File: src/hdl/icp_pkg.sv
package icp_pkg;
   // ****************************************************************
   // Register indices on the plain register port.
   // ****************************************************************
   localparam logic [3:0] REG_CTRL = 4'h0;
   localparam logic [3:0] REG_CORE_FLAG = 4'h1;
   localparam logic [3:0] REG_CORE_EN = 4'h2;
   localparam logic [3:0] REG_CORE_PRIO = 4'h3;
   localparam logic [3:0] REG_EDGE = 4'h4;
   localparam logic [3:0] REG_PERI_FLAG = 4'h5;
   localparam logic [3:0] REG_PERI_EN = 4'h6;
   localparam logic [3:0] REG_PERI_PRIO = 4'h7;
   localparam logic [3:0] REG_PORT = 4'h8;
   localparam logic [3:0] REG_STATUS = 4'h9;

   // ****************************************************************
   // Field positions.
   // ****************************************************************
   localparam int CTRL_PRIO_MODE_BIT = 0;
   localparam int CTRL_GLOBAL_BIT = 1;
   localparam int CTRL_PERI_LOW_BIT = 2;
   localparam int STAT_IN_HIGH_BIT = 0;
   localparam int STAT_IN_LOW_BIT = 1;
   localparam int CORE_PORT_BIT = 3;

   // ****************************************************************
   // Widths, reset values and vectors.
   // ****************************************************************
   localparam int CORE_W = 4;
   localparam int PERI_W = 8;
   localparam int EXT_W = 3;
   localparam int PORT_W = 4;
   localparam logic [CORE_W-1:0] CORE_PRIO_RST = 4'hf;
   localparam logic [PERI_W-1:0] PERI_PRIO_RST = 8'hff;
   localparam logic [EXT_W-1:0] EDGE_RST = 3'h7;
   localparam logic [15:0] HIGH_VECTOR = 16'h0008;
   localparam logic [15:0] LOW_VECTOR = 16'h0018;
endpackage : icp_pkg

File: src/hdl/icp_flag_bank.sv
`timescale 1ns/100ps
module icp_flag_bank #(
   parameter int W = 8,
   parameter logic [W-1:0] PRIO_RST = '1
) (
   input wire logic clk,
   input wire logic rst_n,
   input wire logic [W-1:0] set_evt,
   input wire logic wr_flag,
   input wire logic wr_en,
   input wire logic wr_prio,
   input wire logic [W-1:0] wdata,
   output logic [W-1:0] flag_q,
   output logic [W-1:0] en_q,
   output logic [W-1:0] prio_q
);
   logic [W-1:0] flag_d;
   logic [W-1:0] en_d;
   logic [W-1:0] prio_d;

   // ****************************************************************
   // Flag, enable and priority bits of each source.
   // ****************************************************************
   always_comb begin
      flag_d = wr_flag ? wdata : flag_q;
      // An event in the cycle of a software clear still sets the flag.
      flag_d = flag_d | set_evt; // [RULE16]
      en_d = wr_en ? wdata : en_q;
      prio_d = wr_prio ? wdata : prio_q;
   end

   always_ff @(posedge clk or negedge rst_n) begin // [RULE3]
      if (!rst_n) begin
         flag_q <= '0;
         en_q <= '0;
         prio_q <= PRIO_RST;
      end else begin
         flag_q <= flag_d;
         en_q <= en_d;
         prio_q <= prio_d;
      end
   end
endmodule : icp_flag_bank

File: src/hdl/icp_ctrl.sv
// Local design decisions: the placing of the registers and strobed register access.
`timescale 1ns/100ps
// Contract
// RULE1: Priority mode vectors high requests to 0008h, low ones to 0018h.
// RULE2: An enabled high request preempts a running low service routine.
// RULE3: Every source owns a flag, an enable and a priority select bit.
// RULE4: Priority mode only when software sets the mode bit; reset clears it.
// RULE5: Priority selects are ignored in compatibility mode.
// RULE6: Compatibility mode vectors every accepted interrupt to 0008h.
// RULE7: Compat: peripheral enable gates peripherals, global enable gates all.
// RULE8: Priority mode: high global enable admits high sources, blocks all.
// RULE9: Low global enable gates low sources, also needing the high enable.
// RULE10: Flag, enable and global enable all set means vector at once.
// RULE11: Accepting an interrupt clears the global enable of its level.
// RULE12: No low request is accepted while a high routine runs.
// RULE13: Entry pushes the return address and loads the vector.
// RULE14: Return from routine re-sets the matching global enable.
// RULE15: Pin and port-change latency is three to four instruction cycles.
// RULE16: Flags set on events regardless of any enable.
// RULE17: Software clears a flag before re-enabling, else it repeats.
// RULE18: Software avoids memory-to-memory moves on these registers.
// RULE19: Each external pin has a rising or falling edge select.
// RULE20: Port change flag keeps setting until the port is read.
// RULE21: High and low eligible together: high is served first.
module icp_ctrl (
   input wire logic clk,
   input wire logic reset_n,
   input wire logic [3:0] reg_addr,
   input wire logic [7:0] reg_wdata,
   input wire logic reg_wr,
   input wire logic reg_rd,
   output logic [7:0] reg_rdata_q,
   input wire logic [icp_pkg::PERI_W-1:0] peri_event,
   input wire logic [icp_pkg::EXT_W-1:0] ext_pin,
   input wire logic [icp_pkg::PORT_W-1:0] port_pin,
   input wire logic instr_boundary,
   input wire logic [15:0] return_addr,
   input wire logic return_from_isr_instr,
   output logic irq_take_q,
   output logic [15:0] vector_addr_q,
   output logic stack_push_q,
   output logic [15:0] stack_data_q,
   output logic isr_high_q,
   output logic isr_low_q
);
   // ****************************************************************
   // Reset release and pin synchronisers.
   // ****************************************************************
   logic rs1_q;
   logic rst_n;
   logic [icp_pkg::EXT_W-1:0] ext_s1_q, ext_s2_q, ext_prev_q;
   logic [icp_pkg::PORT_W-1:0] port_s1_q, port_s2_q, snap_q, snap_d;
   logic snap_ok_q;
   logic [icp_pkg::EXT_W-1:0] edge_q, edge_d, ext_evt;
   logic mismatch;

   function automatic logic hit(input logic [3:0] a, input logic [3:0] o);
      hit = (a == o);
   endfunction : hit

   always_ff @(posedge clk or negedge reset_n) begin
      if (!reset_n) begin
         rs1_q <= 1'b0;
         rst_n <= 1'b0;
      end else begin
         rs1_q <= 1'b1;
         rst_n <= rs1_q;
      end
   end

   always_comb begin
      edge_d = (reg_wr && hit(reg_addr, icp_pkg::REG_EDGE)) ?
               reg_wdata[icp_pkg::EXT_W-1:0] : edge_q;
      snap_d = (reg_rd && hit(reg_addr, icp_pkg::REG_PORT)) ?
               port_s2_q : snap_q; // [RULE20]
      if (!snap_ok_q) begin
         snap_d = port_s2_q;
      end
   end

   // Two flops on each pin plus the flag flop keep the pin-to-flag
   // path at three clocks, three instruction cycles when every clock is a boundary.
   always_ff @(posedge clk or negedge rst_n) begin // [RULE15]
      if (!rst_n) begin
         ext_s1_q <= '0;
         ext_s2_q <= '0;
         ext_prev_q <= '0;
         port_s1_q <= '0;
         port_s2_q <= '0;
         snap_q <= '0;
         snap_ok_q <= 1'b0;
         edge_q <= icp_pkg::EDGE_RST;
      end else begin
         ext_s1_q <= ext_pin;
         ext_s2_q <= ext_s1_q;
         ext_prev_q <= ext_s2_q;
         port_s1_q <= port_pin;
         port_s2_q <= port_s1_q;
         snap_q <= snap_d;
         snap_ok_q <= 1'b1;
         edge_q <= edge_d;
      end
   end

   genvar gi;
   generate
      for (gi = 0; gi < icp_pkg::EXT_W; gi++) begin : g_edge
         assign ext_evt[gi] = edge_q[gi] ?
            (ext_s2_q[gi] & ~ext_prev_q[gi]) :
            (~ext_s2_q[gi] & ext_prev_q[gi]); // [RULE19]
      end
   endgenerate

   assign mismatch = snap_ok_q && (port_s2_q != snap_q); // [RULE20]

   // ****************************************************************
   // Source banks.
   // ****************************************************************
   logic [icp_pkg::CORE_W-1:0] cflag, cen, cprio, core_act;
   logic [icp_pkg::PERI_W-1:0] pflag, pen, pprio, peri_act;

   icp_flag_bank #(
      .W(icp_pkg::CORE_W),
      .PRIO_RST(icp_pkg::CORE_PRIO_RST)
   ) u_core (
      .clk(clk),
      .rst_n(rst_n),
      .set_evt({mismatch, ext_evt}),
      .wr_flag(reg_wr && hit(reg_addr, icp_pkg::REG_CORE_FLAG)),
      .wr_en(reg_wr && hit(reg_addr, icp_pkg::REG_CORE_EN)),
      .wr_prio(reg_wr && hit(reg_addr, icp_pkg::REG_CORE_PRIO)),
      .wdata(reg_wdata[icp_pkg::CORE_W-1:0]),
      .flag_q(cflag),
      .en_q(cen),
      .prio_q(cprio)
   );

   icp_flag_bank #(
      .W(icp_pkg::PERI_W),
      .PRIO_RST(icp_pkg::PERI_PRIO_RST)
   ) u_peri (
      .clk(clk),
      .rst_n(rst_n),
      .set_evt(peri_event),
      .wr_flag(reg_wr && hit(reg_addr, icp_pkg::REG_PERI_FLAG)),
      .wr_en(reg_wr && hit(reg_addr, icp_pkg::REG_PERI_EN)),
      .wr_prio(reg_wr && hit(reg_addr, icp_pkg::REG_PERI_PRIO)),
      .wdata(reg_wdata),
      .flag_q(pflag),
      .en_q(pen),
      .prio_q(pprio)
   );

   // ****************************************************************
   // Request arbitration.
   // ****************************************************************
   logic pme_q, gh_q, gl_q, pme_d, gh_d, gl_d, in_hi_d, in_lo_d;
   logic compat_req, hi_req, lo_req, take_hi, take_lo;

   assign core_act = cflag & cen;
   assign peri_act = pflag & pen;
   assign compat_req = gh_q & (|core_act | (gl_q & |peri_act)); // [RULE7]
   assign hi_req = gh_q & (|(core_act & cprio) | |(peri_act & pprio));
   assign lo_req = gh_q & gl_q &
                   (|(core_act & ~cprio) | |(peri_act & ~pprio)); // [RULE9]
   // Compatibility mode takes no notice of the priority selects.
   assign take_hi = instr_boundary &
                    (pme_q ? hi_req : compat_req); // [RULE5] [RULE8]
   // A low request yields to a high one eligible in the same cycle.
   assign take_lo = instr_boundary & pme_q & lo_req & ~hi_req &
                    ~isr_high_q; // [RULE12] [RULE21]

   always_comb begin
      pme_d = pme_q;
      gh_d = gh_q;
      gl_d = gl_q;
      in_hi_d = isr_high_q;
      in_lo_d = isr_low_q;
      if (reg_wr && hit(reg_addr, icp_pkg::REG_CTRL)) begin
         pme_d = reg_wdata[icp_pkg::CTRL_PRIO_MODE_BIT]; // [RULE4]
         gh_d = reg_wdata[icp_pkg::CTRL_GLOBAL_BIT];
         gl_d = reg_wdata[icp_pkg::CTRL_PERI_LOW_BIT];
      end
      if (return_from_isr_instr) begin // [RULE14]
         // In compatibility mode one return closes whichever routine ran.
         if (!pme_q) begin
            gh_d = 1'b1;
            in_hi_d = 1'b0;
            in_lo_d = 1'b0;
         end else if (isr_high_q) begin
            gh_d = 1'b1;
            in_hi_d = 1'b0;
         end else begin
            gl_d = 1'b1;
            in_lo_d = 1'b0;
         end
      end
      if (take_hi) begin // [RULE11] [RULE2]
         gh_d = 1'b0;
         in_hi_d = 1'b1;
      end else if (take_lo) begin
         gl_d = 1'b0;
         in_lo_d = 1'b1;
      end
   end

   always_ff @(posedge clk or negedge rst_n) begin
      if (!rst_n) begin
         pme_q <= 1'b0;
         gh_q <= 1'b0;
         gl_q <= 1'b0;
         isr_high_q <= 1'b0;
         isr_low_q <= 1'b0;
      end else begin
         pme_q <= pme_d;
         gh_q <= gh_d;
         gl_q <= gl_d;
         isr_high_q <= in_hi_d;
         isr_low_q <= in_lo_d;
      end
   end

   // ****************************************************************
   // Vectoring and register read-back.
   // ****************************************************************
   logic take_d, push_d;
   logic [15:0] vec_d, sdata_d;
   logic [7:0] rdata_d;

   always_comb begin
      take_d = take_hi | take_lo; // [RULE10]
      push_d = take_hi | take_lo; // [RULE13]
      sdata_d = (take_hi | take_lo) ? return_addr : stack_data_q;
      vec_d = vector_addr_q;
      if (take_hi) begin
         vec_d = icp_pkg::HIGH_VECTOR; // [RULE1] [RULE6]
      end else if (take_lo) begin
         vec_d = icp_pkg::LOW_VECTOR; // [RULE1]
      end
      rdata_d = 8'h00;
      if (reg_rd) begin
         unique case (reg_addr)
            icp_pkg::REG_CTRL: begin
               rdata_d[icp_pkg::CTRL_PRIO_MODE_BIT] = pme_q;
               rdata_d[icp_pkg::CTRL_GLOBAL_BIT] = gh_q;
               rdata_d[icp_pkg::CTRL_PERI_LOW_BIT] = gl_q;
            end
            icp_pkg::REG_CORE_FLAG: rdata_d[icp_pkg::CORE_W-1:0] = cflag;
            icp_pkg::REG_CORE_EN: rdata_d[icp_pkg::CORE_W-1:0] = cen;
            icp_pkg::REG_CORE_PRIO: rdata_d[icp_pkg::CORE_W-1:0] = cprio;
            icp_pkg::REG_EDGE: rdata_d[icp_pkg::EXT_W-1:0] = edge_q;
            icp_pkg::REG_PERI_FLAG: rdata_d = pflag;
            icp_pkg::REG_PERI_EN: rdata_d = pen;
            icp_pkg::REG_PERI_PRIO: rdata_d = pprio;
            icp_pkg::REG_PORT: rdata_d[icp_pkg::PORT_W-1:0] = port_s2_q;
            icp_pkg::REG_STATUS: begin
               rdata_d[icp_pkg::STAT_IN_HIGH_BIT] = isr_high_q;
               rdata_d[icp_pkg::STAT_IN_LOW_BIT] = isr_low_q;
            end
            default: rdata_d = 8'h00;
         endcase
      end
   end

   always_ff @(posedge clk or negedge rst_n) begin
      if (!rst_n) begin
         irq_take_q <= 1'b0;
         stack_push_q <= 1'b0;
         vector_addr_q <= 16'h0000;
         stack_data_q <= 16'h0000;
         reg_rdata_q <= 8'h00;
      end else begin
         irq_take_q <= take_d;
         stack_push_q <= push_d;
         vector_addr_q <= vec_d;
         stack_data_q <= sdata_d;
         reg_rdata_q <= rdata_d;
      end
   end
endmodule : icp_ctrl

File: config.mk
export PLATFORM = sky130hd
export DESIGN_NAME = icp_ctrl
export DESIGN_NICKNAME = d
export VERILOG_FILES = /design/src/hdl/icp_pkg.sv /design/src/hdl/icp_flag_bank.sv /design/src/hdl/icp_ctrl.sv
export SDC_FILE = /design/constraint.sdc
export NUM_CORES = 1
export LEC_CHECK = 0
export BUFFER_PORTS_ARGS = -buffer_cell sky130_fd_sc_hd__buf_2
export CORE_MARGIN = 2
export CORE_UTILIZATION = 49
export DETAILED_ROUTE_END_ITERATION = 7
export PLACE_DENSITY = 0.87
export SLEW_MARGIN = 20
export SYNTH_ARGS = -nofsm -noshare
export SYNTH_HDL_FRONTEND = slang
export SYNTH_SLANG_ARGS = --single-unit
File: constraint.sdc
create_clock -name clk -period 3 [get_ports clk]
set_clock_uncertainty 0.05 [all_clocks]
set_input_delay 0.3 -clock clk [delete_from_list [all_inputs] [get_ports clk]]
set_output_delay 0.3 -clock clk [all_outputs]
set_load 0.1 [all_outputs]
## Word-level counts from Yosys, hierarchy flattened

Index checks and enable logic that the tools add are counted.

| storage, ports and cells | value |
|---|---|
| register bits after elaboration | 109 |
| bits in latches | 0 |
| RAM bits | 0 |
| ROM bits | 0 |
| input bits | 49 |
| output and inout bits | 44 |
| word-level logic and storage cells | 126 |
| memories | 0 |

| operators by class | value |
|---|---|
| $add $sub $neg | 0 |
| multipliers | 0 |
| div/mod/pow operators | 0 |
| $lt $le $gt $ge | 0 |
| equality and inequality tests | 11 |
| shifts and indexed selects | 0 |
| mux-type cells | 33 |
| bitwise logic cells | 38 |
| reductions and logical operators | 19 |

Operators by type and width:

| kind | number |
|---|---|
| 2-to-1 mux 16 bit | 2 |
| bitwise AND 8 bit | 3 |
| OR reduction 8 bit | 3 |
| 2-to-1 mux 1 bit | 22 |
| case mux 2 bit (10 select lines) | 1 |
| bitwise AND 1 bit | 16 |
| == test 4 x 3 -> 1 bit, second input constant | 4 |
| 2-to-1 mux 8 bit | 2 |
| bitwise AND 4 bit | 3 |
| 2-to-1 mux 4 bit | 3 |
| case mux 4 bit (3 select lines) | 1 |
| OR reduction 4 bit | 3 |
| logical AND 1 bit | 10 |
| case mux 1 bit (9 select lines) | 1 |
| == test 4 x 2 -> 1 bit, second input constant | 2 |
| == test 4 bit, second input constant | 2 |
| inverter 1 bit | 8 |
| inverter 8 bit | 1 |
| OR 8 bit | 1 |
| case mux 1 bit (7 select lines) | 1 |
| == test 4 x 1 -> 1 bit, second input constant | 1 |
| zero test 4 bit | 1 |
| != test 4 bit | 1 |
| inverter 4 bit | 1 |
| 4 further kinds | 8 |

## Depth between registers and ports, before layout

Gate-level depths: netlist of the first run.

| logic depth | value |
|---|---|
| depth after elaboration | 10 |
| gate-level depth with buffers | 8 |
| gate-level depth less buffers | 6 |

## By module

A second synthesis of the first run with hierarchy kept.

| unflattened totals | value |
|---|---|
| cell total of the unflattened synthesis | 359 |
| area, all modules | 4300.4 um^2 |

Modules (own cells, without submodules):

| module | instances | cells an instance | area each (um^2) | sequential area each (um^2) |
|---|---|---|---|---|
| icp_ctrl | 1 | 272 | 2905.3 | 1480.2 |
| icp_flag_bank (u_peri) | 1 | 59 | 939.7 | 610.6 |
| icp_flag_bank (u_core) | 1 | 28 | 455.4 | 305.3 |

## Worst setup path after synthesis of the first run

No wires, ideal clock.

| timing path | value |
|---|---|
| path kind | register -> register |
| start | register isr_high_q |
| end | register stack_data_q[10] |
| library setup time | 0.128 ns |
| arrival time | 2.224 ns |
| path slack | 0.598 ns |
| stages on the path, launching flop included | 9 |
| path buffers | 2 |
| period minus slack after synthesis | 2.402 ns |
| cell sequence | dfrtp_1 > nor2b_1 > nand4_1 > nor4_1 > o31a_1 > nor2b_1 > buf_4 > buf_6 > mux2_1 |

| between the ends | value |
|---|---|
| word-level cells in the longest chain between the ends | 3 |

Ends and longest elaborated chain:

| item | RTL line | RTL |
|---|---|---|
| from (decl) | icp_ctrl.sv:43 | `output logic isr_high_q,` |
| from (signal assigned) | icp_ctrl.sv:218 | `isr_high_q <= in_hi_d;` |
| inverter 1 bit | icp_ctrl.sv:171 | `~isr_high_q;` |
| bitwise AND 1 bit | icp_ctrl.sv:170 | `assign take_lo = instr_boundary & pme_q & lo_req & ~hi_req &` |
| OR 1 bit | icp_ctrl.sv:233 | `sdata_d = (take_hi \| take_lo) ? return_addr : stack_data_q;` |
| to (signal assigned) | icp_ctrl.sv:276 | `stack_data_q <= sdata_d;` |
| to (decl) | icp_ctrl.sv:42 | `output logic [15:0] stack_data_q,` |

No other way between the ends.
A chain may end at the register's enable or synchronous reset.

## Worst setup path after layout of the first run

| timing path | value |
|---|---|
| start | register u_peri.prio_q[3] |
| end | register stack_data_q[6] |

| between the ends | value |
|---|---|
| word-level cells in the longest chain between the ends | 9 |
| elaborated cells between the ends (all ways) | 16 |

Ends and longest elaborated chain:

| item | RTL line | RTL |
|---|---|---|
| from (decl) | icp_flag_bank.sv:15 | `output logic [W-1:0] prio_q` |
| from (signal assigned) | icp_flag_bank.sv:40 | `prio_q <= prio_d;` |
| inverter 8 bit | icp_ctrl.sv:165 | `(\|(core_act & ~cprio) \| \|(peri_act & ~pprio));` |
| bitwise AND 8 bit | icp_ctrl.sv:165 |  |
| OR reduction 8 bit | icp_ctrl.sv:165 |  |
| OR 1 bit | icp_ctrl.sv:165 |  |
| bitwise AND 1 bit | icp_ctrl.sv:164 | `assign lo_req = gh_q & gl_q &` |
| bitwise AND 1 bit (3 in series) | icp_ctrl.sv:170 |  |
| OR 1 bit (*) | icp_ctrl.sv:233 |  |

Every way passes the cells marked *; elsewhere a longest branch is shown, timed or not.

==> impl_metrics.tcl, run 1 <==
set metrics [dict create \
    crit_slowest_cell "dfstp_2" \
    antenna_cells 0 \
    grt_pass1_wl_um 15800 \
    cp_cell_sequence "nand3b_1 -> o2111ai_1 -> or3_1 -> o31a_1 -> nor2b_1 -> buf_4 -> mux2_2" \
    tightest_slew_ps 562 \
    synthToLayoutAreaGrowth_pct 17.2 \
    post_cts_resized 0 \
    min_period_over_period 0.842 \
    endpoint_kind "register" \
    critPathLaunchType "register" \
    multi_input_area_um2 1770 \
    synth-main-ff-cell "dfrtp_1" \
    r2r_start "u_peri.prio_q[3]" \
    cts_buffers 9 \
    grt_max_degree 47 \
    syn_avg_cell_area_um2 12.2 \
    core_area_um2 8640 \
    grt_overflow 0 \
    cts_sinks 95 \
    path_max_fanout 18 \
    drt_iter0_drc 197 \
    dp_hpwl_um 7020 \
    path_buf_inv 1 \
    die_h_um 97.7 \
    start_util 0.498 \
    relSlewSlack 0.625 \
    grt_pass1_vias 3197 \
    fill_cells 736 \
    die_w_um 97.7 \
    wl_um 9430 \
    io_buffers 78 \
    powerDensity_nw_per_um2 902 \
    finalCriticalPeriod_ps 2530 \
    vdd_drop_max_v 0.00113 \
    syn_area_um2 4300 \
    synth_cells 353 \
    ys_async_sr_fraction 1.00 \
    seq_area_frac_synth 0.557 \
    nets 493 \
    hp-class "input pin to register" \
    clk_pin_slew_ps 100 \
    place.gp.congestion 0.948 \
    drc_errors 0 \
    synth_edf_count 0 \
    antenna_found_initial 0 \
    crit_type "register to register" \
    io_pins 93 \
    hold_viol 0 \
    rsz0062_at_grt "false" \
    cts_tree "done" \
    cts_root_buf "clkbuf_8" \
    routed.top_layer "met4" \
    setup_tns_ps 0 \
    firstDrtPassIters 5 \
    num_rows 34 \
    finalMaxSlewViolations 0 \
    yosys_warnings 0 \
    die_area_um2 9550 \
    vias 3148 \
    register_area_um2 2400 \
    cts_setup_buffers 0 \
    setup_ws_ps 474 \
    required_ps 3210 \
    gr-usage-all-layers 0.206 \
    ys_ff_latch 95 \
    drive_above_1_share 0.379 \
    hp-start "peri_event[4]" \
    met2_length_um 4690 \
    vias_per_cell 5.65 \
    p_leak_nw 2.28 \
    wl_met3_um 627 \
    setup_viol 0 \
    cpLargestDelayFamily "simple AND/OR/NAND/NOR gates" \
    status "finished clean" \
    place_worst_setup_slack_ps 524 \
    synth_cell_types 47 \
    ant_nets 0 \
    arrival_ps 2740 \
    slowest_delay_ps 570 \
    wl_met1_um 4020 \
    cts_max_level 3 \
    wl_per_cell_um 16.9 \
    clk_path_buf_depth 2 \
    crit_path_start "u_peri.prio_q[3]" \
    fmax_ghz 0.396 \
    max_cap_viol_count 0 \
    clkLatencyLatePin_ps 370 \
]
==> where the power goes <==
part | internal, W | switching, W | leakage [nW]
combinational | 0.000475 | 0.00146 | 1.10
clock | 0.000327 | 0.000487 | 0.0973
sequential | 0.00157 | 0.000222 | 1.08
==> layout by cell type, fill, tap and decap left out, types with 8 or more instances in the layout <==
cell type and instances:
nor2_1 17, mux2_1 8, nand2_1 26, dfrtp_1 79, mux2_2 49, mux2i_1 9
buf_4 8, nor2b_1 15, nand3_1 20, clkbuf_8 9, a22oi_1 10, a211o_1 8
dlygate4sd3_1 8, dfstp_2 15, conb_1 16, buf_2 78
==> registers in the layout, indices dropped and copies added (netlist names), 4 cells and up <==
signal	flops
stack_data_q	16
u_peri.en_q	8
snap_q	4
port_s2_q	4
port_s1_q	4
reg_rdata_q	8
u_core.prio_q	4
u_peri.flag_q	8
u_core.flag_q	4
u_peri.prio_q	8
u_core.en_q	4
==> path summary, 6_finish.rpt <==
path | end | cells past startpoint | slack (ps)
max in group asynchronous | u_peri.prio_q[2] | 1 | 1910
max | stack_data_q[6] | 7 | 470
min | u_peri.flag_q[4] | 2 | 70
max reg2reg | stack_data_q[6] | 7 | 470
min in group asynchronous | rst_n | 2 | 200
min reg2reg | u_peri.en_q[7] | 0 | 270
==> cell type report <==
class | instances | share of cell area
sequential | 95 | 0.476
clock buffer | 9 | 0.0246
tap | 108 | 0.0268
inverter | 3 | 0.00223
clock inverter | 7 | 0.0139
multi-input combinational | 241 | 0.352
timing repair buffer | 94 | 0.105
==> synthesized netlist by cell type (2+ instances only) <==
cell / number / area (um2)
nand3b_1: 6 / 45.0
buf_1: 2 / 7.51
dfstp_2: 15 / 394
nand2b_1: 2 / 12.5
a31oi_1: 3 / 18.8
xor2_1: 4 / 35.0
o21ai_0: 4 / 20.0
nand4_1: 5 / 31.3
inv_1: 3 / 11.3
and2_1: 3 / 18.8
nor2b_1: 15 / 93.8
nand3_1: 20 / 100
a211o_1: 8 / 70.1
a2bb2oi_1: 2 / 17.5
o211ai_1: 3 / 22.5
nor4_1: 2 / 12.5
clkbuf_1: 7 / 26.3
dfrtp_1: 80 / 2000
mux4_2: 2 / 45.0
nor2_1: 17 / 63.8
a22o_1: 2 / 17.5
a211oi_1: 2 / 15.0
nor3_1: 2 / 10.0
nand2_1: 26 / 97.6
mux2_2: 49 / 552
conb_1: 2 / 7.51
mux2_1: 8 / 90.1
buf_2: 2 / 10.0
buf_4: 16 / 120
a22oi_1: 10 / 75.1
o22ai_1: 6 / 37.5
mux2i_1: 9 / 90.1
o2111ai_1: 2 / 17.5
==> per-layer routing <==
| metal | up-vias | GRT usage |
|---|---|---|
| li1 | 1428 | - |
| met1 | 1587 | 0.285 |
| met2 | 118 | 0.334 |
| met3 | 15 | 0.0410 |
| met4 | 0 | 0.0598 |
| met5 | - | 0 |
==> metrics by stage <==
step | power (W) | std cells | hold slack, ps | util | area (um2)
final | 0.00455 | 557 | 65.8 | 0.584 | 5040
after global routing | 0.00476 | 557 | 65.9 | 0.584 | 5040
after CTS | 0.00458 | 557 | 56.0 | 0.584 | 5040
after detailed placement | 0.00376 | 533 | 39.4 | 0.552 | 4770
after global placement | 0.00371 | 533 | 35.8 | 0.552 | 4770
after floorplan | 0.00342 | 367 | -45.6 | - | 4360
==> logic make-up (layout without fill, tap and decap cells) <==
logic type	count (synthesis)	count (layout)	share of synthesized area
and+or+nand+nor	103	103	0.122
DFF	95	95	0.557
muxes	68	68	0.181
AOI/OAI and AO/OA	50	50	0.0872
buffers and inverters	31	113	0.0433
xor gates and xnor gates	4	4	0.00814
other	2	16	0.00174
==> repair_timing <==
item | in CTS | in global routing
hold buffers | 8 | 0
endpoints found under the hold margin | 9 | 0
endpoints found under the setup margin | 0 | 0
No activity file was read; power rests on OpenSTA's default activity.
==> run 2: changes to the inputs <==
--- a/config.mk
+++ b/config.mk
@@ -5,11 +5,12 @@
 export SDC_FILE = /design/constraint.sdc
 export NUM_CORES = 1
 export LEC_CHECK = 0
+export ABC_AREA = 1
 export BUFFER_PORTS_ARGS = -buffer_cell sky130_fd_sc_hd__buf_2
 export CORE_MARGIN = 2
-export CORE_UTILIZATION = 49
+export CORE_UTILIZATION = 54
 export DETAILED_ROUTE_END_ITERATION = 7
-export PLACE_DENSITY = 0.87
+export PLACE_DENSITY = 0.9
 export SLEW_MARGIN = 20
 export SYNTH_ARGS = -nofsm -noshare
 export SYNTH_HDL_FRONTEND = slang
==> constraint.sdc (replaced) <==
create_clock -name clk -period 2.6 [get_ports clk]
set_clock_uncertainty 0.05 [all_clocks]
set_input_delay 0.26 -clock clk [delete_from_list [all_inputs] [get_ports clk]]
set_output_delay 0.26 -clock clk [all_outputs]
set_load 0.1 [all_outputs]
==> impl_metrics.tcl, run 2 <==
set metrics [dict create \
    min_period_over_period 0.791 \
    fmax_ghz 0.486 \
    drt_iter0_drc 264 \
    register_area_um2 2400 \
    path_max_fanout 21 \
    final_common_cell "nand2_1" \
    cts_sinks 95 \
    cts_buffers 9 \
    hp-class "input pin to register" \
    tightest_slew_ps 606 \
    core_area_um2 7730 \
    synth-main-ff-cell "dfrtp_1" \
    nets 637 \
    syn_avg_cell_area_um2 8.65 \
    synth_fa_ha_area_frac 0 \
    wl_per_cell_um 14.4 \
    r2r_start "u_peri.prio_q[7]" \
    synthSimpleGateAreaFrac 0.233 \
    synthToLayoutAreaGrowth_pct 15.9 \
    synth_top_area_frac 0.464 \
    drc_errors 0 \
    crit_slowest_cell "dfstp_2" \
    grt_pass1_wl_um 16900 \
    seq_area_frac_synth 0.555 \
    ys_async_sr_fraction 1.00 \
    place_worst_setup_slack_ps 591 \
    synth_cell_types 34 \
    antenna_found_initial 0 \
    die_area_um2 8720 \
    synth_area_leader_cell "dfrtp_1" \
    crit_path_start "u_peri.prio_q[7]" \
    drive_above_1_share 0.221 \
    syn_area_um2 4310 \
    cts_max_level 3 \
    largest_reg_flops 16 \
    top_register "stack_data_q" \
    cp_cell_sequence "nand3_1 -> nand2_1 -> nor2_1 -> nand3_1 -> nand2_2 -> nand2_1 -> nand3_2 -> nand2_4 -> nand2_1 -> nand2_1" \
    required_ps 2870 \
    path_buf_inv 0 \
    finalCriticalPeriod_ps 2060 \
    setup_viol 0 \
    final_cell_mix "144 x nand2_1, 79 x dfrtp_1, 78 x buf_2, 54 x inv_1, 46 x o21ai_0" \
    grt_pass1_vias 3646 \
    fill_cells 644 \
    die_w_um 93.4 \
    finalMaxSlewViolations 0 \
    synthTopCellsByCount "144 x nand2_1, 80 x dfrtp_1, 54 x inv_1" \
    vdd_drop_max_v 0.00122 \
    r2r_slack_ps 540 \
    max_cap_viol_count 0 \
    synth_compound_area_frac 0.112 \
    rsz0062_at_grt "false" \
    finalPower_w 0.00502 \
    grt_max_degree 48 \
    synth_area_leaders "dfrtp_1 46%, nand2_1 13%, dfstp_2 9.1%" \
    synthMostInstantiatedCell "nand2_1" \
    clk_path_buf_depth 2 \
    crit_type "register to register" \
    hold_viol 0 \
    clk_pin_slew_ps 90 \
    ys_ff_latch 95 \
    r2r-end "stack_data_q[4]" \
    cts_root_buf "clkbuf_8" \
    io_pins 93 \
    cpLargestDelayFamily "simple AND/OR/NAND/NOR gates" \
    vias_per_cell 5.31 \
    ant_nets 0 \
    whs_ps 17.6 \
    synth_edf_count 0 \
    cp_common_cell "nand2_1" \
    wl_um 10000 \
    yosys_warnings 0 \
    io_buffers 78 \
    arrival_ps 2320 \
    synth_cells 499 \
    num_rows 32 \
    multi_input_area_um2 1590 \
    p_leak_nw 2.63 \
    worst_r2r_path_depth 10 \
    powerDensity_nw_per_um2 1000 \
    cp_num_cells 10 \
    die_h_um 93.4 \
    firstDrtPassIters 8 \
    cp-endpoint "stack_data_q[4]" \
    antenna_cells 0 \
    synth_xor_area_frac 0.00406 \
    vias 3688 \
    final_util 0.647 \
    setup_ws_ps 544 \
    cts_tree "done" \
    grt_overflow 0 \
    endpoint_kind "register" \
    slowest_delay_ps 570 \
    relSlewSlack 0.596 \
    place.gp.congestion 0.935 \
    setup_tns_ps 0 \
    status "finished clean" \
    synthMuxAreaShare 0.00522 \
    dp_hpwl_um 7370 \
    clkLatencyLatePin_ps 380 \
    critPathLaunchType "register" \
    synth_top_family_by_area "simple AND/OR/NAND/NOR gates" \
    start_util 0.558 \
    gr-usage-all-layers 0.251 \
]
==> run 2: final cells by class <==
cell class,instances,share of cell area
clock buffer,10,0.0275
clock inverter,6,0.00851
inverter,55,0.0413
multi-input combinational,339,0.317
sequential,95,0.480
tap,102,0.0255
timing repair buffer,88,0.0996
==> run 2: tightest hold or removal path: stages <==
cell	delay (ps)
buf_2	70
a21oi_1	30
nand2_1	50
==> run 2: worst min-delay path by stage <==
stage,from,end,cells after the start
3_5_place_dp,reset_n,rs1_q,1
5_1_grt,peri_event[7],u_peri.flag_q[7],3
2_1_floorplan,reset_n,rs1_q,0
3_3_place_gp,reset_n,rs1_q,1
4_1_cts,peri_event[7],u_peri.flag_q[7],3
6_report,peri_event[7],u_peri.flag_q[7],3
==> run 2: timing repair <==
action                                 CTS  global route
gates resized for setup                  0             0
setup buffers                            0             0
endpoints found under the hold margin    9             0
hold buffers                             8             0
==> run 2: cells by family (layout without fill, tap and decap cells) <==
group	Yosys count	after routing
DFF	95	95
other	2	16
AOI/OAI and AO/OA	88	88
muxes	2	2
and+or+nand+nor	231	231
xor gates and xnor gates	2	2
buffers and inverters	79	159
==> run 2: power breakdown <==
| group | leakage (nW) | switching, W | total [W] | internal, W |
|---|---|---|---|---|
| Clock | 0.0891 | 0.000521 | 0.000897 | 0.000377 |
| Combinational | 1.44 | 0.00171 | 0.00210 | 0.000387 |
| Sequential | 1.10 | 0.000233 | 0.00202 | 0.00179 |
==> run 2: metrics by stage <==
step / cell area, um2 / std cells
6_report: 5000 / 695
5_1_grt: 5000 / 695
4_1_cts: 5000 / 695
3_5_place_dp: 4740 / 671
3_3_place_gp: 4740 / 671
2_1_floorplan: 4370 / 513
==> run 2: per-layer routing <==
layer  vias up  wire length, um  share of wire  GRT usage
li1       1757                -              -          -
met1      1720             4190           0.42      0.330
met2       180             4710           0.47      0.403
met3        31              866          0.086     0.0653
met4         0              259          0.026     0.0919
met5         -                0              0          0
==> run 3: changes to the inputs <==
==> constraint.sdc (replaced) <==
create_clock -name clk -period 2.1 [get_ports clk]
set_clock_uncertainty 0.05 [all_clocks]
set_input_delay 0.21 -clock clk [delete_from_list [all_inputs] [get_ports clk]]
set_output_delay 0.21 -clock clk [all_outputs]
set_load 0.1 [all_outputs]
==> impl_metrics.tcl, run 3 (synthesis gave the netlist of run 2 again) <==
set metrics [dict create \
    r2r_start "u_core.prio_q[0]" \
    synthToLayoutAreaGrowth_pct 21.5 \
    hold_viol 0 \
    met3_usage 0.0653 \
    top_register "stack_data_q" \
    die_w_um 93.4 \
    finalMaxSlewViolations 0 \
    crit_slowest_cell "dfstp_2" \
    path_max_fanout 17 \
    cts_setup_buffers 0 \
    fmax_ghz 0.537 \
    required_ps 2360 \
    slowest_delay_ps 560 \
    clkLatencyLatePin_ps 370 \
    clk_path_buf_depth 2 \
    relSlewSlack 0.644 \
    drive_above_1_share 0.219 \
    whs_ps 10.5 \
    grt_max_degree 35 \
    vias 3860 \
    core_area_um2 7730 \
    setup_tns_ps 0 \
    final_common_cell "nand2_1" \
    antenna_found_initial 0 \
    finalCriticalPeriod_ps 1860 \
    largest_reg_flops 16 \
    grt_pass1_vias 3798 \
    cts_buffers 9 \
    wl_per_cell_um 15.8 \
    met2_usage 0.457 \
    endpoint_kind "register" \
    die_area_um2 8720 \
    groute.layer.met1.usage 0.362 \
    cts_sinks 95 \
    io_pins 93 \
    top_usage_layer "met2" \
    vdd_drop_max_v 0.00197 \
    grt_overflow 0 \
    placed_area_um2 4770 \
    nets 661 \
    firstDrtPassIters 5 \
    cts_root_buf "clkbuf_8" \
    grt_pass1_wl_um 18500 \
    start_util 0.558 \
    num_rows 32 \
    critPathLaunchType "register" \
    arrival_ps 2120 \
    gr-usage-all-layers 0.276 \
    setup_viol 0 \
    cp_cell_sequence "inv_1 -> o21ai_1 -> nor2_1 -> nand3_1 -> nand2_2 -> nand2_1 -> nand3_2 -> nand2_4 -> nand2_1 -> nand2_1" \
    powerDensity_nw_per_um2 1210 \
    cts_max_level 3 \
    drt_iter0_drc 281 \
    p_leak_nw 2.74 \
    cts_tree "done" \
    antenna_cells 0 \
    max_cap_viol_count 0 \
    ant_nets 0 \
    drc_errors 0 \
    crit_type "register to register" \
    hp-start "return_addr[12]" \
    final_area_um2 5240 \
    wl_um 11300 \
    dp_hpwl_um 7580 \
    io_buffers 78 \
    post_cts_resized 0 \
    tightest_slew_ps 533 \
    die_h_um 93.4 \
    crit_path_start "u_core.prio_q[0]" \
    status "finished clean" \
    final_cell_mix "144 x nand2_1, 79 x dfrtp_1, 78 x buf_2, 54 x inv_1, 46 x o21ai_0" \
    vias_per_cell 5.37 \
    hp-class "input pin to register" \
    min_period_over_period 0.887 \
    rsz0062_at_grt "false" \
    cp_common_cell "nand2_1" \
    clk_pin_slew_ps 100 \
    place.gp.congestion 0.908 \
]
run 3: worst max-delay path, delay by kind of cell, from the launching register on:
kind	cells	cell delay, ps
AO/OA/AOI/OAI	1	120
AND/OR/NAND/NOR	8	1030
flip-flops	1	560
buffers and inverters	1	50
run 3: layer usage:
metal,wire [um],share of wire
met3,787,0.069
met4,286,0.025
met5,0,0
met1,4630,0.41
met2,5640,0.50
run 3: worst paths after layout:
path	endpoint	slack (ps)	cells past startpoint
worst max register to register	stack_data_q[0]	240	10
min in group asynchronous	rst_n	80	2
worst min register to register	port_s1_q[3]	220	0
max in group asynchronous	u_peri.prio_q[2]	1110	1
worst min-delay path	stack_data_q[12]	10	3
worst max-delay path	stack_data_q[0]	240	10
run 3: metrics by stage:
step	instances	setup slack, ps	util	total power [W]
after CTS	718	274	0.677	0.00634
final	719	237	0.678	0.00636
after global routing	719	90.2	0.678	0.00666
after floorplan	513	243	-	0.00468
after global placement	675	340	0.617	0.00507
after detailed placement	675	295	0.617	0.00513
run 3: cell type report:
cell class | instances | area [um2]
inverters | 55 | 206
multi-input cells | 339 | 1590
clock inverters | 7 | 68.8
well taps | 102 | 128
repair buffers | 112 | 728
fillers | 598 | 2490
clock buffers | 9 | 124
flip-flops and latches | 95 | 2400
run 3: what timing repair did:
item	in CTS	in global routing
endpoints found under the hold margin	28	1
hold buffers	27	1
endpoints found under the setup margin	0	0
run 3: power breakdown:
group | leakage (nW) | switching [W] | total, W | internal (W)
clock network | 0.0960 | 0.000697 | 0.00116 | 0.000459
registers | 1.10 | 0.000298 | 0.00251 | 0.00222
logic | 1.55 | 0.00217 | 0.00269 | 0.000516
